`config.mk`:
```
export PLATFORM = sky130hd
export DESIGN_NAME = urx_status_encoder
export DESIGN_NICKNAME = d
export VERILOG_FILES = /design/src/urx_pkg.sv /design/src/urx_line_state.sv /design/src/urx_status_encoder.sv /design/src/urx_sync.sv
export VERILOG_INCLUDE_DIRS = /design/src
export SDC_FILE = /design/constraint.sdc
export NUM_CORES = 1
export LEC_CHECK = 0
export BUFFER_PORTS_ARGS = -buffer_cell sky130_fd_sc_hd__buf_4
export CAP_MARGIN = 25
export CORE_MARGIN = 8
export CORE_UTILIZATION = 52
export DETAILED_ROUTE_END_ITERATION = 12
export GPL_TIMING_DRIVEN = 1
export PLACE_DENSITY = 0.78
export SLEW_MARGIN = 20
export SYNTH_ARGS = -nofsm -noshare
export SYNTH_HDL_FRONTEND = slang
export SYNTH_SLANG_ARGS = --single-unit
```
`constraint.sdc`:
```
create_clock -name clk_i -period 2.8 [get_ports clk_i]
set_clock_uncertainty 0.05 [all_clocks]
set_input_delay 0.14 -clock clk_i [delete_from_list [all_inputs] [get_ports clk_i]]
set_output_delay 0.14 -clock clk_i [all_outputs]
set_load 0.05 [all_outputs]
```
`src/urx_defines.svh`:
```
// Constants for the receive-command status encoder: field positions, codes and reset values.
// Assumes inclusion by bare name from design files that need the register map.
`ifndef URX_DEFINES_SVH
`define URX_DEFINES_SVH

// Wishbone register byte offsets.
`define URX_OFS_CTRL      4'h0
`define URX_OFS_RISE_EN   4'h4
`define URX_OFS_FALL_EN   4'h8
`define URX_OFS_STATUS    4'hC

// Control register fields.
`define URX_CTRL_DP_PD     0
`define URX_CTRL_DM_PD     1
`define URX_CTRL_TERM      2
`define URX_CTRL_XCVR_LO   3
`define URX_CTRL_XCVR_HI   4
`define URX_CTRL_OPM_LO    5
`define URX_CTRL_OPM_HI    6
`define URX_CTRL_FLT_INV   7
`define URX_CTRL_EXT_SEL   8
`define URX_CTRL_FLT_BYP   9
`define URX_CTRL_SW_ON     10
`define URX_CTRL_W         11

// Interrupt-enable bit positions (same in rise and fall registers).
`define URX_IE_AVLD        0
`define URX_IE_SVLD        1
`define URX_IE_SEND        2
`define URX_IE_DISC        3
`define URX_IE_W           4

// Reset values.
`define URX_CTRL_RST       11'h000
`define URX_IE_RST         4'h0

`endif

```
`src/urx_pkg.sv`:
```
// Types shared by the receive-command status encoder.
// Assumes nothing beyond a SystemVerilog compiler.
package urx_pkg;

    typedef enum logic [1:0]
    {
        URX_EV_IDLE   = 2'h0,
        URX_EV_ACTIVE = 2'h1,
        URX_EV_DISC   = 2'h2,
        URX_EV_ERROR  = 2'h3
    } urx_event_e;

    typedef enum logic [2:0]
    {
        URX_ST_IDLE = 3'h1,
        URX_ST_SEND = 3'h2,
        URX_ST_HOLD = 3'h4
    } urx_state_e;

endpackage

```
`src/urx_line_state.sv`:
```
// Combinational line state encoder for peripheral- and host-facing ports.
// Assumes synchronised analogue front-end levels and current control settings.
`timescale 1ns/1ps
module urx_line_state
(
    // Configuration.
    input  wire logic       host_i,
    input  wire logic [1:0] xcvr_i,
    input  wire logic       term_i,
    input  wire logic [1:0] opmode_i,
    // Front-end levels.
    input  wire logic       dp_i,
    input  wire logic       dm_i,
    input  wire logic       squelch_i,
    input  wire logic       hs_diff_i,
    // Encoded line state.
    output logic      [1:0] ls_o
);

    logic chirp;

    // Chirp reading differs by orientation: termination on a peripheral, opmode on a host.
    always_comb
    begin
        chirp = host_i ? (opmode_i == 2'h2) : term_i;
        ls_o  = {dm_i, dp_i};                          // Pin order unless xcvr_i selects high speed (2'h0).
        if (xcvr_i == 2'h0)
        begin
            if (squelch_i)
                ls_o = 2'h0;                           // Squelch.
            else if (chirp && !hs_diff_i)
                ls_o = 2'h2;                           // Chirp, low output.
            else
                ls_o = 2'h1;                           // Inactive squelch or chirp high.
        end
    end

endmodule

```
`src/urx_status_encoder.sv`:
```
// Receive-command status encoder: builds the status byte sent to the link controller.
// Assumes front-end levels arrive asynchronously and registers are written over Wishbone.
//
// Implementation choices: the Wishbone slave port and the address map.
`timescale 1ns/1ps
`include "urx_defines.svh"

// What this block does
// - Pick peripheral or host line state codes from the pull-down settings.
// - Peripheral full speed: SE0, J, K, SE1 as 00, 01, 10, 11.
// - Peripheral high speed and chirp: squelch 00, inactive squelch 01, chirp low 10.
// - Host full speed SE0,J,K,SE1; low speed SE0,K,J,SE1 as 00..11.
// - Host high speed squelch 00, else 01; chirp gives 01 or 10.
// - Low-speed peripheral with minus-line pull-up is not supported.
// - Supply indicator changes send a command only when the matching edge is enabled.
// - Supply field: below end 00, between 01, session valid 10, A-valid 11.
// - Event field: idle 00, active 01, active with error 11, disconnect 10.
// - The supply switch output drives the external charge pump.
// - Receive active is signalled by a command with the active event code.
// - On receive error drop the data strobe and send the error event.
// - Disconnect is valid in host mode only; each enabled change sends a command.
module urx_status_encoder
    import urx_pkg::*;
(
    // Clock, reset and clock enable.
    input  wire logic        clk_i,
    input  wire logic        rstn_i,
    input  wire logic        ce_i,
    // Wishbone slave.
    input  wire logic        wb_cyc_i,
    input  wire logic        wb_stb_i,
    input  wire logic        wb_we_i,
    input  wire logic [3:0]  wb_adr_i,
    input  wire logic [3:0]  wb_sel_i,
    input  wire logic [31:0] wb_dat_i,
    output logic      [31:0] wb_dat_o,
    output logic             wb_ack_o,
    // Front-end levels from the pins and analogue comparators.
    input  wire logic        dp_i,
    input  wire logic        dm_i,
    input  wire logic        squelch_i,
    input  wire logic        hs_diff_i,
    input  wire logic        sess_end_i,
    input  wire logic        sess_vld_i,
    input  wire logic        a_vld_i,
    input  wire logic        fault_i,
    input  wire logic        id_i,
    input  wire logic        disc_i,
    // Receive path events, same clock.
    input  wire logic        rx_active_i,
    input  wire logic        rx_error_i,
    input  wire logic        rx_data_valid_i,
    // Link side.
    input  wire logic        cmd_ready_i,
    output logic             cmd_valid_o,
    output logic      [7:0]  cmd_o,
    output logic             rx_nxt_o,
    output logic             supply_switch_output_o
);

    // ------------------------------------------------------------------
    // Reset and input synchronisation
    // ------------------------------------------------------------------
    logic              rst_meta_r;
    logic              rstn_r;
    logic [9:0]        pins_s;
    logic              dp_s;
    logic              dm_s;
    logic              sq_s;
    logic              hsd_s;
    logic              send_s;
    logic              svld_s;
    logic              avld_raw_s;
    logic              flt_s;
    logic              id_s;
    logic              disc_s;

    // Reset releases through two flops so that no flop sees a ragged edge.
    always_ff @(posedge clk_i or negedge rstn_i)
    begin
        if (!rstn_i)
        begin
            rst_meta_r <= 1'b0;
            rstn_r     <= 1'b0;
        end
        else
        begin
            rst_meta_r <= 1'b1;
            rstn_r     <= rst_meta_r;
        end
    end

    urx_sync #(.W(10)) u_sync
    (
        .clk_i  (clk_i),
        .rstn_i (rstn_r),
        .ce_i   (ce_i),
        .d_i    ({dp_i, dm_i, squelch_i, hs_diff_i, sess_end_i,
                  sess_vld_i, a_vld_i, fault_i, id_i, disc_i}),
        .q_o    (pins_s)
    );

    assign {dp_s, dm_s, sq_s, hsd_s, send_s, svld_s, avld_raw_s, flt_s, id_s, disc_s} = pins_s;

    // ------------------------------------------------------------------
    // Registers
    // ------------------------------------------------------------------
    logic [`URX_CTRL_W-1:0] interface_control_reg_r;
    logic [`URX_IE_W-1:0]   rising_irq_enable_reg_r;
    logic [`URX_IE_W-1:0]   falling_irq_enable_reg_r;
    logic                   wb_req;

    assign wb_req = wb_cyc_i && wb_stb_i && !wb_ack_o;

    // Writes land only on the low byte lanes the registers use.
    always_ff @(posedge clk_i or negedge rstn_r)
    begin
        if (!rstn_r)
        begin
            interface_control_reg_r  <= `URX_CTRL_RST;
            rising_irq_enable_reg_r  <= `URX_IE_RST;
            falling_irq_enable_reg_r <= `URX_IE_RST;
        end
        else if (ce_i && wb_req && wb_we_i)
        begin
            unique case (wb_adr_i)
                `URX_OFS_CTRL:
                begin
                    if (wb_sel_i[0])
                        interface_control_reg_r[7:0] <= wb_dat_i[7:0];
                    if (wb_sel_i[1])
                        interface_control_reg_r[`URX_CTRL_W-1:8] <= wb_dat_i[`URX_CTRL_W-1:8];
                end
                `URX_OFS_RISE_EN:
                    if (wb_sel_i[0])
                        rising_irq_enable_reg_r <= wb_dat_i[`URX_IE_W-1:0];
                `URX_OFS_FALL_EN:
                    if (wb_sel_i[0])
                        falling_irq_enable_reg_r <= wb_dat_i[`URX_IE_W-1:0];
                default:
                    ;
            endcase
        end
    end

    // ------------------------------------------------------------------
    // Status field construction
    // ------------------------------------------------------------------
    logic       host_mode;
    logic       avld_eff;
    logic [1:0] ls;
    logic [1:0] vbus;
    logic [1:0] ev;
    logic [3:0] ind;

    // Both pull-downs set means host-facing; anything else uses the peripheral set.
    assign host_mode = interface_control_reg_r[`URX_CTRL_DP_PD]
                       && interface_control_reg_r[`URX_CTRL_DM_PD];

    urx_line_state u_ls
    (
        .host_i    (host_mode),
        .xcvr_i    (interface_control_reg_r[`URX_CTRL_XCVR_HI:`URX_CTRL_XCVR_LO]),
        .term_i    (interface_control_reg_r[`URX_CTRL_TERM]),
        .opmode_i  (interface_control_reg_r[`URX_CTRL_OPM_HI:`URX_CTRL_OPM_LO]),
        .dp_i      (dp_s),
        .dm_i      (dm_s),
        .squelch_i (sq_s),
        .hs_diff_i (hsd_s),
        .ls_o      (ls)
    );

    // External fault may replace the A-valid comparator, qualified unless bypassed.
    always_comb
    begin
        avld_eff = avld_raw_s;
        if (interface_control_reg_r[`URX_CTRL_EXT_SEL])
        begin
            avld_eff = flt_s ^ interface_control_reg_r[`URX_CTRL_FLT_INV];
            if (!interface_control_reg_r[`URX_CTRL_FLT_BYP])
                avld_eff = avld_eff && avld_raw_s;
        end
    end

    // Supply state is a priority encoding of the comparators.
    always_comb
    begin
        if (avld_eff)
            vbus = 2'h3;
        else if (svld_s)
            vbus = 2'h2;
        else if (!send_s)
            vbus = 2'h1;
        else
            vbus = 2'h0;
    end

    // Receive activity wins over disconnect, and disconnect is only meaningful as host.
    always_comb
    begin
        if (rx_active_i && rx_error_i)
            ev = URX_EV_ERROR;
        else if (rx_active_i)
            ev = URX_EV_ACTIVE;
        else if (host_mode && disc_s)
            ev = URX_EV_DISC;
        else
            ev = URX_EV_IDLE;
    end

    assign ind = {host_mode && disc_s, send_s, svld_s, avld_eff};

    // ------------------------------------------------------------------
    // Change detection and command sender
    // ------------------------------------------------------------------
    logic [3:0]  ind_prev_r;
    logic [1:0]  ls_prev_r;
    logic [1:0]  ev_prev_r;
    logic [3:0]  ind_hit;
    logic        trig;
    logic        pend_r;
    urx_state_e  state_r;

    // Only enabled edges of the indicators request a command; line and event always do.
    assign ind_hit = (ind & ~ind_prev_r & rising_irq_enable_reg_r)
                   | (~ind & ind_prev_r & falling_irq_enable_reg_r);
    assign trig    = (|ind_hit) || (ls != ls_prev_r) || (ev != ev_prev_r);

    always_ff @(posedge clk_i or negedge rstn_r)
    begin
        if (!rstn_r)
        begin
            ind_prev_r <= '0;
            ls_prev_r  <= '0;
            ev_prev_r  <= '0;
        end
        else if (ce_i)
        begin
            ind_prev_r <= ind;
            ls_prev_r  <= ls;
            ev_prev_r  <= ev;
        end
    end

    // A new change during an outstanding command is kept; pend_r is set in SEND and HOLD and cleared only in IDLE.
    always_ff @(posedge clk_i or negedge rstn_r)
    begin
        if (!rstn_r)
        begin
            pend_r      <= 1'b0;
            state_r     <= URX_ST_IDLE;
            cmd_valid_o <= 1'b0;
            cmd_o       <= 8'h00;
        end
        else if (ce_i)
        begin
            unique case (state_r)
                URX_ST_IDLE:
                begin
                    if (trig || pend_r)
                    begin
                        state_r     <= URX_ST_SEND;
                        cmd_valid_o <= 1'b1;
                        pend_r      <= 1'b0;
                        cmd_o       <= {1'b0, id_s, ev, vbus, ls};
                    end
                end
                URX_ST_SEND:
                begin
                    if (trig)
                        pend_r <= 1'b1;
                    cmd_o <= {1'b0, id_s, ev, vbus, ls};
                    if (cmd_ready_i)
                    begin
                        state_r     <= URX_ST_HOLD;
                        cmd_valid_o <= 1'b0;
                    end
                end
                URX_ST_HOLD:
                begin
                    if (trig)
                        pend_r <= 1'b1;
                    state_r <= URX_ST_IDLE;
                end
            endcase
        end
    end

    // ------------------------------------------------------------------
    // Outputs: data strobe, supply switch and bus answer
    // ------------------------------------------------------------------

    // A receive error drops the data strobe on the next clock.
    always_ff @(posedge clk_i or negedge rstn_r)
    begin
        if (!rstn_r)
        begin
            rx_nxt_o               <= 1'b0;
            supply_switch_output_o <= 1'b0;
        end
        else if (ce_i)
        begin
            rx_nxt_o               <= rx_data_valid_i && rx_active_i && !rx_error_i;
            supply_switch_output_o <= interface_control_reg_r[`URX_CTRL_SW_ON];
        end
    end

    // One wait-free answer per request; unmapped offsets read zero and ignore writes.
    always_ff @(posedge clk_i or negedge rstn_r)
    begin
        if (!rstn_r)
        begin
            wb_ack_o <= 1'b0;
            wb_dat_o <= 32'h0000_0000;
        end
        else if (ce_i)
        begin
            wb_ack_o <= wb_req;
            wb_dat_o <= 32'h0000_0000;
            if (wb_req && !wb_we_i)
            begin
                unique case (wb_adr_i)
                    `URX_OFS_CTRL:    wb_dat_o <= {21'h0, interface_control_reg_r};
                    `URX_OFS_RISE_EN: wb_dat_o <= {28'h0, rising_irq_enable_reg_r};
                    `URX_OFS_FALL_EN: wb_dat_o <= {28'h0, falling_irq_enable_reg_r};
                    `URX_OFS_STATUS:  wb_dat_o <= {20'h0, ind, 1'b0, id_s, ev, vbus, ls};
                    default:          ;
                endcase
            end
        end
    end

endmodule

```
`src/urx_sync.sv`:
```
// Two-flip-flop synchroniser for a bundle of asynchronous levels.
// Assumes the inputs are quasi-static relative to clk_i.
`timescale 1ns/1ps
module urx_sync
#(
    parameter int W = 1
)
(
    // Clock and reset.
    input  wire logic         clk_i,
    input  wire logic         rstn_i,
    input  wire logic         ce_i,
    // Levels.
    input  wire logic [W-1:0] d_i,
    output logic      [W-1:0] q_o
);

    logic [W-1:0] meta_r;

    // The first stage feeds only the second stage.
    always_ff @(posedge clk_i or negedge rstn_i)
    begin
        if (!rstn_i)
        begin
            meta_r <= '0;
            q_o    <= '0;
        end
        else if (ce_i)
        begin
            meta_r <= d_i;
            q_o    <= meta_r;
        end
    end

endmodule
```
======== Yosys cells after proc, flatten, opt, wreduce, memory -nomap -nowiden ========
Cells that the tools add are included.
storage, ports and cells
  register bits after elaboration ......... 97
  input bits .............................. 60
  word-level logic and storage cells ...... 96
  output and inout port bits .............. 44
operators by class
  reduce and logical (&&, ||, !) cells .... 32
  muxes and demuxes ....................... 25
  bitwise gates (word level) .............. 8
  eq/ne operators ......................... 12
operators with widths
  operator                                                                number
  12-bit case mux with 4 select lines                                     1
  32-bit 2-to-1 mux                                                       1
  3-bit AND reduction                                                     7
  4-bit AND                                                               4
  2-bit 2-to-1 mux                                                        8
  8-bit case mux with 2 select lines                                      1
  1-bit logical AND                                                       12
  3-bit case mux with 3 select lines                                      1
  4-bit equality test (second input constant)                             2
  1-bit 2-to-1 mux                                                        8
  8-bit 2-to-1 mux                                                        1
  4-bit inverter                                                          2
  3-bit 2-to-1 mux                                                        2
  4-bit by 3-bit equality test with 1-bit output (second input constant)  1
  1-bit zero test                                                         4
  4-bit zero test                                                         1
  2-bit inequality test                                                   2
  2-bit inequality test (second input constant)                           2
  4-bit bitwise OR                                                        1
  1-bit case mux with 2 select lines                                      2
  4-bit AND reduction                                                     1
  4-bit OR reduction                                                      1
  3-bit by 1-bit equality test with 1-bit output (second input constant)  1
  3-bit by 2-bit equality test with 1-bit output (second input constant)  1
  8 further kinds                                                         10

======== Depth between registers and ports, before layout ========
Gate-level depths: netlist of the first run.
  word-level depth ........................ 14
  mapped depth ............................ 7
  mapped depth without buffers ............ 6

======== Cells and area by module ========
A second synthesis of the first run with hierarchy kept.
second synthesis, totals
  cell total of the unflattened synthesis .. 321
  area, all modules ....................... 3860.0 µm²
by module, submodules not included
  module              cells an instance  times used  seq. area each (µm²)  area an instance (µm²)
  urx_status_encoder  271                1           1402.6                2977.9
  urx_sync            42                 1           500.5                 823.3
  urx_line_state      8                  1           0.0                   58.8

======== Worst setup path before layout of the first run ========
Ideal clock, no wire load.
  kind .................................... flip-flop to flip-flop
  start point ............................. register interface_control_reg_r[7]
  end point ............................... register cmd_o[0]
  arrival ................................. 2.024 ns
  path buffers ............................ 1
  setup time .............................. 0.125 ns
  stages on the path, launching flop included .. 8
  period minus slack after synthesis ...... 2.200 ns
  setup slack ............................. 0.600 ns
  data required time ...................... 2.625 ns
  path through ............................ dfrtp_1 xnor2_1 a21o_1 a311o_1 or3_4 o21a_1 buf_6 mux2_4
on the way
  word-level cells in the longest chain between the ends .. 14
  elaborated cells on any way between the ends .. 16
  classes of those cells .................. eq/ne (1); mux (2); bitwise (7); reduce/logical (6)
ends and longest elaborated chain
  what                                      RTL line                   RTL
  start, declared                           urx_status_encoder.sv:108  logic [`URX_CTRL_W-1:0] interface_control_reg_r;
  start signal, assigned                    urx_status_encoder.sv:120  interface_control_reg_r <= `URX_CTRL_RST;
  start signal, assigned                    urx_status_encoder.sv:130  interface_control_reg_r[7:0] <= wb_dat_i[7:0];
  start signal, assigned by index           urx_status_encoder.sv:132  interface_control_reg_r[`URX_CTRL_W-1:8] <= wb_dat_i[`URX_CTRL_W-1:8];
  1-bit XOR *                               urx_status_encoder.sv:179  avld_eff = flt_s ^ interface_control_reg_r[`URX_CTRL_FLT_INV];
  1-bit logical AND                         urx_status_encoder.sv:181  avld_eff = avld_eff && avld_raw_s;
  1-bit 2-to-1 mux *                        urx_status_encoder.sv:180  if (!interface_control_reg_r[`URX_CTRL_FLT_BYP])
  1-bit 2-to-1 mux *                        urx_status_encoder.sv:177  if (interface_control_reg_r[`URX_CTRL_EXT_SEL])
  4-bit inverter                            urx_status_encoder.sv:226  | (~ind & ind_prev_r & falling_irq_enable_reg_r);
  4-bit AND (2 in a row)                    urx_status_encoder.sv:226
  4-bit bitwise OR *                        urx_status_encoder.sv:226
  4-bit OR reduction *                      urx_status_encoder.sv:227  assign trig = (|ind_hit) || (ls != ls_prev_r) || (ev != ev_prev_r);
  1-bit logical OR * (2 in a row)           urx_status_encoder.sv:227
  1-bit logical OR *                        urx_status_encoder.sv:260  if (trig || pend_r)
  2-bit inequality test (no source line) *  -
  3-bit AND reduction (no source line) *    -
  end signal, assigned                      urx_status_encoder.sv:265  cmd_o <= {1'b0, id_s, ev, vbus, ls};
  end signal, assigned                      urx_status_encoder.sv:272  cmd_o <= {1'b0, id_s, ev, vbus, ls};
  end, declared                             urx_status_encoder.sv:56   output logic [7:0] cmd_o,
Every way passes the cells marked *; elsewhere a longest branch is shown, timed or not.
A chain may end at the register's enable or synchronous reset.

======== Worst setup path in the final report of the first run ========
  start point ............................. register interface_control_reg_r[7]
  end point ............................... register cmd_o[2]
on the way
  word-level cells in the longest chain between the ends .. 14
  elaborated cells on any way between the ends .. 19
  classes of those cells .................. eq/ne (1); mux (5); bitwise (7); reduce/logical (6)
ends and longest elaborated chain
  what                                    RTL line
  1-bit XOR *                             urx_status_encoder.sv:179
  1-bit logical AND                       urx_status_encoder.sv:181
  1-bit 2-to-1 mux *                      urx_status_encoder.sv:180
  1-bit 2-to-1 mux *                      urx_status_encoder.sv:177
  4-bit inverter                          urx_status_encoder.sv:226
  4-bit AND (2 in a row)                  urx_status_encoder.sv:226
  4-bit bitwise OR                        urx_status_encoder.sv:226
  4-bit OR reduction                      urx_status_encoder.sv:227
  1-bit logical OR (2 in a row)           urx_status_encoder.sv:227
  1-bit logical OR                        urx_status_encoder.sv:260
  2-bit inequality test (no source line)  -
  3-bit AND reduction (no source line)    -
Every way passes the cells marked *; elsewhere a longest branch is shown, timed or not. The select of a mux whose other input is x is not followed.

==> reports/metrics.csv, run 1 <==
stage,metric,value,unit
synthesis,async set-or-reset flop fraction in the synthesized netlist,100,%
finish,number of antenna cells inserted,0,
die,placement row count,30,
synthesis,synthesis warning total,0,
routing,violation count after the first detailed-routing iteration,166,
timing,total negative setup slack,0,ns
die,initial core utilization,52.9,%
global_route,maximum number of pins on one net before global-route repair,74,
place,setup slack at placement,0.420,ns
timing,final-report max-slew violation count,0,
global_route,met2 GRT Util,28.8,%
place,quantity of I/O buffers inserted on ports,59,
routing,drt wl/cell,17.7,um
synthesis,cell area after technology mapping,3540,um^2
global_route,grt ovf,0,
timing,transition at the pin with the smallest max-transition slack,0.919,ns
worst_setup_path,"Max FO, Critical Path",4,
place,last weighted congestion value of the routability-driven placer,0.849,
synthesis,largest area contributor in the netlist,sky130_fd_sc_hd__dfrtp_1,
timing,number of hold violations in the final report,0,
min_path,worst min-delay path class,in2reg,
clock_network,number of cells upsized or downsized after cts,0,
synthesis,cell count after synthesis,286,
worst_setup_path,category of the worst setup path capture point,flop,
die,horizontal extent of the die,98.5,um
synthesis,sequential element share of the synthesized area,53.8,%
clock_network,Max Root-Sink Buffers,2,
clock_network,clock tree root buffer cell,sky130_fd_sc_hd__clkbuf_8,
job,number of maximum-capacitance constraint violations,0,
synthesis,leading post-synthesis cells by cell area,"sky130_fd_sc_hd__dfrtp_1 (53%), sky130_fd_sc_hd__mux2_2 (14%), sky130_fd_sc_hd__buf_4 (4.9%)",
global_route,overall global routing resource usage,17.7,%
finish,Finished Layout Cells,459,
finish,synth-to-layout area growth,25.3,%
die,Core Footprint,6680,um^2
place,placed insts,420,
timing,setup repair after global routing missed its margin,no,
timing,Final period util,86.6,%
global_route,met1 Usage GRT,21.8,%
global_route,most congested layer reported by global routing,met2,
synthesis,number of register bits inferred by synthesis,76,
outcome,result of the run,completed,
clock_network,number of CTS-inserted buffers,9,
finish,sequential standard cell area,1900,um^2
worst_setup_path,"setup slack, reg-to-reg",0.38,ns
synthesis,mean area per synthesized cell,12.4,um^2
synthesis,main flop type after synthesis,sky130_fd_sc_hd__dfrtp_1,
clock_network,maximum level of the CTS H-tree,3,
synthesis,share of the synthesized area in the top cell type,53.1,%
finish,filler cell count,531,
clock_network,CTS tree,yes,
clock_network,latest clock arrival within the worst-skew pair,0.35,ns
finish,total number of nets in the final design,434,
die,die height,98.5,um
synthesis,most frequently used cell type in the post-synthesis netlist,sky130_fd_sc_hd__dfrtp_1,
timing,Finish-stage setup viols,0,
clock_network,clock transition at the register clock pins on the worst setup and hold paths after CTS,0.08,ns
timing,slew margin rel.,38.7,%
die,top-level port count,104,
routing,vias post-DR,2560,
synthesis,most instantiated cells after synthesis,"sky130_fd_sc_hd__dfrtp_1 (75), sky130_fd_sc_hd__mux2_2 (45), sky130_fd_sc_hd__buf_4 (23)",
routing,total routed wirelength,8120,um
die,area of the die,9700,um^2
timing,tightest hold margin,0.0210,ns
worst_setup_path,reg2reg path depth,7,
pwr,P per Cell Area,673,nW/um^2
global_route,first-pass GRT wire length,13600,um
place,placed cell area,4000,um^2
global_route,antenna violations before repair,0,
pwr,static leakage,2.08,nW
timing,Final Worst Setup Slack,0.375,ns
worst_setup_path,data arrival time at the worst-slack endpoint,2.61,ns
finish,area occupied by multi-input gates,1460,um^2
worst_setup_path,Setup CP Type,reg2reg,
worst_setup_path,worst path required time,2.99,ns
place,detailed placer's ending HPWL,5670,um
global_route,met3 Use GR,4.86,%
finish,final instance area,4430,um^2
min_path,hold-critical path depth,3,
synthesis,distinct cell type count after synthesis,46,
synthesis,number of enable flip-flop cells after synthesis,0,
routing,router iterations before antenna repair,4,
finish,fraction of final layout cells with drive strength greater than 1,37.5,%
routing,routed via count divided by cell count,5.58,
routing,number of design rule violations left after detail routing,0,
pwr,maximum resistive drop on vdd,0.379,mV
clock_network,# clock sinks,76,
global_route,via count of the first global-routing pass,2662,
routing,Routed Antenna Nets,0,
timing,final worst path period need,2.42,ns
timing,Max Clk Rate,412,MHz
worst_setup_path,type of element launching the critical path,flop,
[power breakdown]
part / leakage, nW / internal [mW] / switching, mW / total, mW
registers: 0.967 / 1.23 / 0.107 / 1.34
clock network: 0.0994 / 0.416 / 0.425 / 0.841
logic: 1.01 / 0.337 / 0.465 / 0.801
total: 2.08 / 1.99 / 0.996 / 2.98
[cell type report]
| class | count | share of cell area (%) |
|---|---|---|
| Clock buffer | 9 | 2.80 |
| Clock inverter | 7 | 1.75 |
| Inverter | 8 | 0.678 |
| Multi-Input combinational cell | 189 | 33.0 |
| Sequential cell | 76 | 43.0 |
| Tap cell | 80 | 2.26 |
| Timing Repair Buffer | 90 | 16.5 |
[kinds of logic after synthesis]
group	after synthesis	share of synthesized area (%)
AO/OA/AOI/OAI	59	11.7
XOR/XNOR	5	1.24
buffers and inverters	41	7.00
flip-flops	76	53.8
multiplexers	56	18.9
other	2	0.212
AND/OR/NAND/NOR	47	7.22
[metal layers]
metal,part of all wire (%),up-vias
met3,5.9,10
met1,43,1313
li1,-,1168
met2,50,69
met5,0,-
met4,1.4,0
[registers in the layout, indices dropped and copies added (netlist names), 3 cells and up]
register	cells
wb_dat_o	12
interface_control_reg_r	11
u_sync.meta_r	10
u_sync.q_o	10
cmd_o	7
falling_irq_enable_reg_r	4
ind_prev_r	4
rising_irq_enable_reg_r	4
state_r	3
[through the flow]
step / power (mW) / utilization (%)
after floorplan: 1.94 / -
after global placement: 2.12 / 59.9
after detailed placement: 2.14 / 59.9
after CTS: 3.00 / 66.3
after global routing: 3.13 / 66.3
final: 2.98 / 66.3
[worst paths after layout]
check / start / endpoint
worst max-delay path: interface_control_reg_r[7] / cmd_o[2]
worst min-delay path: rx_data_valid_i / rx_nxt_o
worst max register to register: interface_control_reg_r[7] / cmd_o[2]
worst min register to register: rst_meta_r / rstn_r
max in group asynchronous: rstn_r / cmd_o[5]
min in group asynchronous: rstn_i / rstn_r
[critical path: stages (launching register included)]
cell and delay [ns]:
sky130_fd_sc_hd__dfrtp_1 0.41, sky130_fd_sc_hd__xnor2_1 0.15, sky130_fd_sc_hd__a21o_1 0.22, sky130_fd_sc_hd__a311o_1 0.41
sky130_fd_sc_hd__or3_4 0.40, sky130_fd_sc_hd__o21a_1 0.20, sky130_fd_sc_hd__buf_4 0.17, sky130_fd_sc_hd__mux2_4 0.30
[placed cells by master, fill, tap and decap left out, drive strengths merged, types with 3 or more instances in the layout]
master / netlist / routed
clkinv: 0 / 5
dfrtp: 75 / 75
o2bb2ai: 10 / 10
a32o: 3 / 3
nor2: 12 / 12
nand3: 4 / 4
inv: 8 / 8
nand2: 12 / 12
o21a: 3 / 3
xnor2: 4 / 4
dlygate4sd3: 0 / 23
o21ai: 13 / 13
nor3: 3 / 3
a22oi: 6 / 6
clkbuf: 6 / 9
nand4b: 5 / 5
mux2: 50 / 50
buf: 27 / 67
a21oi: 12 / 12
mux2i: 4 / 4
conb: 2 / 22
[timing repair]
item	in CTS	in global routing
hold buffers	23	0
hold endpoints to repair	32	0
setup buffers	0	0
Power figures use the tool's default switching activity.
==> run 2, diff against run 1 <==
--- a/config.mk
+++ b/config.mk
@@ -9,10 +9,10 @@
 export BUFFER_PORTS_ARGS = -buffer_cell sky130_fd_sc_hd__buf_4
 export CAP_MARGIN = 25
 export CORE_MARGIN = 8
-export CORE_UTILIZATION = 52
+export CORE_UTILIZATION = 56
 export DETAILED_ROUTE_END_ITERATION = 12
 export GPL_TIMING_DRIVEN = 1
-export PLACE_DENSITY = 0.78
+export PLACE_DENSITY = 0.84
 export SLEW_MARGIN = 20
 export SYNTH_ARGS = -nofsm -noshare
 export SYNTH_HDL_FRONTEND = slang
==> constraint.sdc (replaced) <==
create_clock -name clk_i -period 3 [get_ports clk_i]
set_clock_uncertainty 0.05 [all_clocks]
set_input_delay 0.15 -clock clk_i [delete_from_list [all_inputs] [get_ports clk_i]]
set_output_delay 0.15 -clock clk_i [all_outputs]
set_load 0.05 [all_outputs]
==> run 2 against run 1 <==
Net effect: sequential cell count unchanged; worst setup slack better by 0.15 ns; non-clock buffer count down 2; combinational power down 7.6%; die area down 6.0%; first-iteration DRC count up 53%; largest power group unchanged; register-to-register slack better by 0.15 ns; worst hold slack better by 0.026 ns; global-route usage up 2.3 points.
==> reports/metrics.csv, run 2 (synthesis gave the netlist of run 1 again) <==
stage,metric,value,unit,change
clock_network,number of cells upsized or downsized after cts,0,,unchanged
timing,number of hold violations in the final report,0,,unchanged
timing,transition at the pin with the smallest max-transition slack,0.857,ns,was 0.919 ns
die,die height,95.5,um,was 98.5 um
timing,total negative setup slack,0,ns,unchanged
die,initial core utilization,56.7,%,was 52.9%
finish,sequential standard cell area,1900,um^2,unchanged
timing,Finish-stage setup viols,0,,unchanged
place,placed cell area,4000,um^2,about the same
timing,Max Clk Rate,405,MHz,was 412 MHz
worst_setup_path,list of cells traversed by the critical path,"xnor2_1, a21o_1, a311o_1, or3_4, o21a_1, buf_4, mux2_4",,unchanged
finish,final instance area,4410,um^2,was 4430 um^2
global_route,overall global routing resource usage,20.0,%,was 17.7%
routing,Routed Antenna Nets,0,,unchanged
finish,max reg flops,12,,unchanged
routing,number of design rule violations left after detail routing,0,,unchanged
worst_setup_path,type of element launching the critical path,flop,,unchanged
pwr,maximum resistive drop on vdd,0.611,mV,was 0.379 mV
worst_setup_path,"Max FO, Critical Path",4,,unchanged
timing,final-report max-slew violation count,0,,unchanged
timing,Final Worst Setup Slack,0.529,ns,was 0.375 ns
worst_setup_path,Slowest Stage Delay on Critical Path,0.41,ns,about the same
die,top-level port count,104,,unchanged
finish,number of antenna cells inserted,0,,unchanged
global_route,grt ovf,0,,unchanged
routing,router iterations before antenna repair,4,,unchanged
die,placement row count,29,,was 30
worst_setup_path,highest-delay cell along the critical path,sky130_fd_sc_hd__dfrtp_1,,unchanged
routing,routed via count divided by cell count,5.66,,was 5.58
job,number of maximum-capacitance constraint violations,0,,unchanged
worst_setup_path,Setup CP Type,reg2reg,,unchanged
timing,setup repair after global routing missed its margin,no,,unchanged
finish,total number of nets in the final design,432,,was 434
finish,synth-to-layout area growth,24.6,%,was 25.3%
global_route,antenna violations before repair,0,,unchanged
routing,vias post-DR,2568,,"was 2,560"
pwr,P per Cell Area,622,nW/um^2,was 673 nW/um^2
worst_setup_path,data arrival time at the worst-slack endpoint,2.66,ns,was 2.61 ns
finish,most frequent cells in the layout,"sky130_fd_sc_hd__dfrtp_1 (74), sky130_fd_sc_hd__buf_4 (65), sky130_fd_sc_hd__mux2_2 (45)",,"was sky130_fd_sc_hd__dfrtp_1 (74), sky130_fd_sc_hd__buf_4 (67), sky130_fd_sc_hd__mux2_2 (45)"
die,area of the die,9120,um^2,was 9700 um^2
clock_network,Max Root-Sink Buffers,2,,unchanged
worst_setup_path,category of cells accounting for the largest share of critical-path delay,compound AO/OA/AOI/OAI gates,,unchanged
finish,area occupied by multi-input gates,1460,um^2,unchanged
finish,"leading cell type in the layout, fill and taps excluded",sky130_fd_sc_hd__dfrtp_1,,unchanged
worst_setup_path,CP bufs+invs,1,,unchanged
pwr,static leakage,2.06,nW,was 2.08 nW
outcome,result of the run,completed,,unchanged
global_route,via count of the first global-routing pass,2647,,"was 2,662"
die,Core Footprint,6240,um^2,was 6680 um^2
clock_network,clock tree root buffer cell,sky130_fd_sc_hd__clkbuf_8,,unchanged
min_path,worst min-delay path class,in2reg,,unchanged
global_route,first-pass GRT wire length,13700,um,"was 13,600 um"
place,quantity of I/O buffers inserted on ports,59,,unchanged
place,detailed placer's ending HPWL,5900,um,was 5670 um
timing,Final period util,82.4,%,was 86.6%
clock_network,# clock sinks,76,,unchanged
routing,drt wl/cell,18.8,um,was 17.7 um
place,setup slack at placement,0.610,ns,was 0.420 ns
clock_network,number of CTS-inserted buffers,9,,unchanged
finish,fraction of final layout cells with drive strength greater than 1,37.4,%,was 37.5%
timing,slew margin rel.,42.9,%,was 38.7%
worst_setup_path,category of the worst setup path capture point,flop,,unchanged
clock_network,latest clock arrival within the worst-skew pair,0.35,ns,about the same
finish,Largest Register,wb_dat_o,,unchanged
routing,total routed wirelength,8550,um,was 8120 um
clock_network,CTS Hold Bufs,22,,was 23
clock_network,maximum level of the CTS H-tree,3,,unchanged
clock_network,post-CTS setup buffer count,0,,unchanged
clock_network,CTS tree,yes,,unchanged
routing,violation count after the first detailed-routing iteration,254,,was 166
finish,filler cell count,435,,was 531
place,last weighted congestion value of the routability-driven placer,0.910,,was 0.849
clock_network,clock transition at the register clock pins on the worst setup and hold paths after CTS,0.08,ns,about the same
finish,registers with the most flip-flops,"wb_dat_o: 12 flops, interface_control_reg_r: 11 flops",,unchanged
die,horizontal extent of the die,95.5,um,was 98.5 um
global_route,maximum number of pins on one net before global-route repair,39,,was 74
timing,final worst path period need,2.47,ns,was 2.42 ns
worst_setup_path,worst path required time,3.18,ns,was 2.99 ns
-- run 2: changes by cell type in the layout (fill, tap and decap cells not counted), sizes merged --
cell         delta
bufinv          -1
dlygate4sd3     -1
clkbuf          +2
clkinv          -3
clkinvlp        +2
buf             -1
-- run 2: final cells by class --
cell class                 instances  area share [%]
sequential                        76            43.2
multi-input combinational        189            33.2
timing repair buffer              88            16.5
clock buffer                      11            3.43
tap                               77            2.19
clock inverter                     5           0.823
inverter                           8           0.681
-- run 2: per-stage QoR --
step           instances  hold WS [ns]  util [%]  power, mW
6_report             454        0.0469      70.6       2.74
5_1_grt              454        0.0440      70.6       2.86
4_1_cts              454        0.0254      70.6       2.76
3_5_place_dp         416        -0.116      64.1       2.00
3_3_place_gp         416        -0.118      64.1       1.97
2_1_floorplan        306        -0.196         -       1.81
-- run 2: metal layers --
layer	track usage, %	vias up	routed length, um
met5	0	-	0
met2	31.1	110	4170
met1	24.6	1278	3380
met3	6.06	22	737
li1	-	1158	-
met4	10.5	0	260
-- run 2: path summary, 6_finish.rpt --
kind	startpoint	endpoint	slack [ns]	cells after the start
worst min-delay path	rx_active_i	cmd_o[4]	0.05	2
worst max-delay path	interface_control_reg_r[7]	cmd_o[2]	0.53	7
worst max register to register	interface_control_reg_r[7]	cmd_o[2]	0.53	7
worst min register to register	rst_meta_r	rstn_r	0.31	0
min in group asynchronous	rstn_i	rst_meta_r	0.06	2
max in group asynchronous	rstn_r	state_r[0]	1.80	1
-- run 2: worst register-to-register path, cell delays in order (launching register included) --
cell and delay, ns:
sky130_fd_sc_hd__dfrtp_1 0.41, sky130_fd_sc_hd__xnor2_1 0.19, sky130_fd_sc_hd__a21o_1 0.24, sky130_fd_sc_hd__a311o_1 0.41
sky130_fd_sc_hd__or3_4 0.40, sky130_fd_sc_hd__o21a_1 0.20, sky130_fd_sc_hd__buf_4 0.16, sky130_fd_sc_hd__mux2_4 0.30
-- run 2: power breakdown --
group,internal (mW),switching (mW),leakage [nW]
clock network,0.345,0.389,0.0876
logic,0.313,0.427,1.01
registers,1.15,0.117,0.967
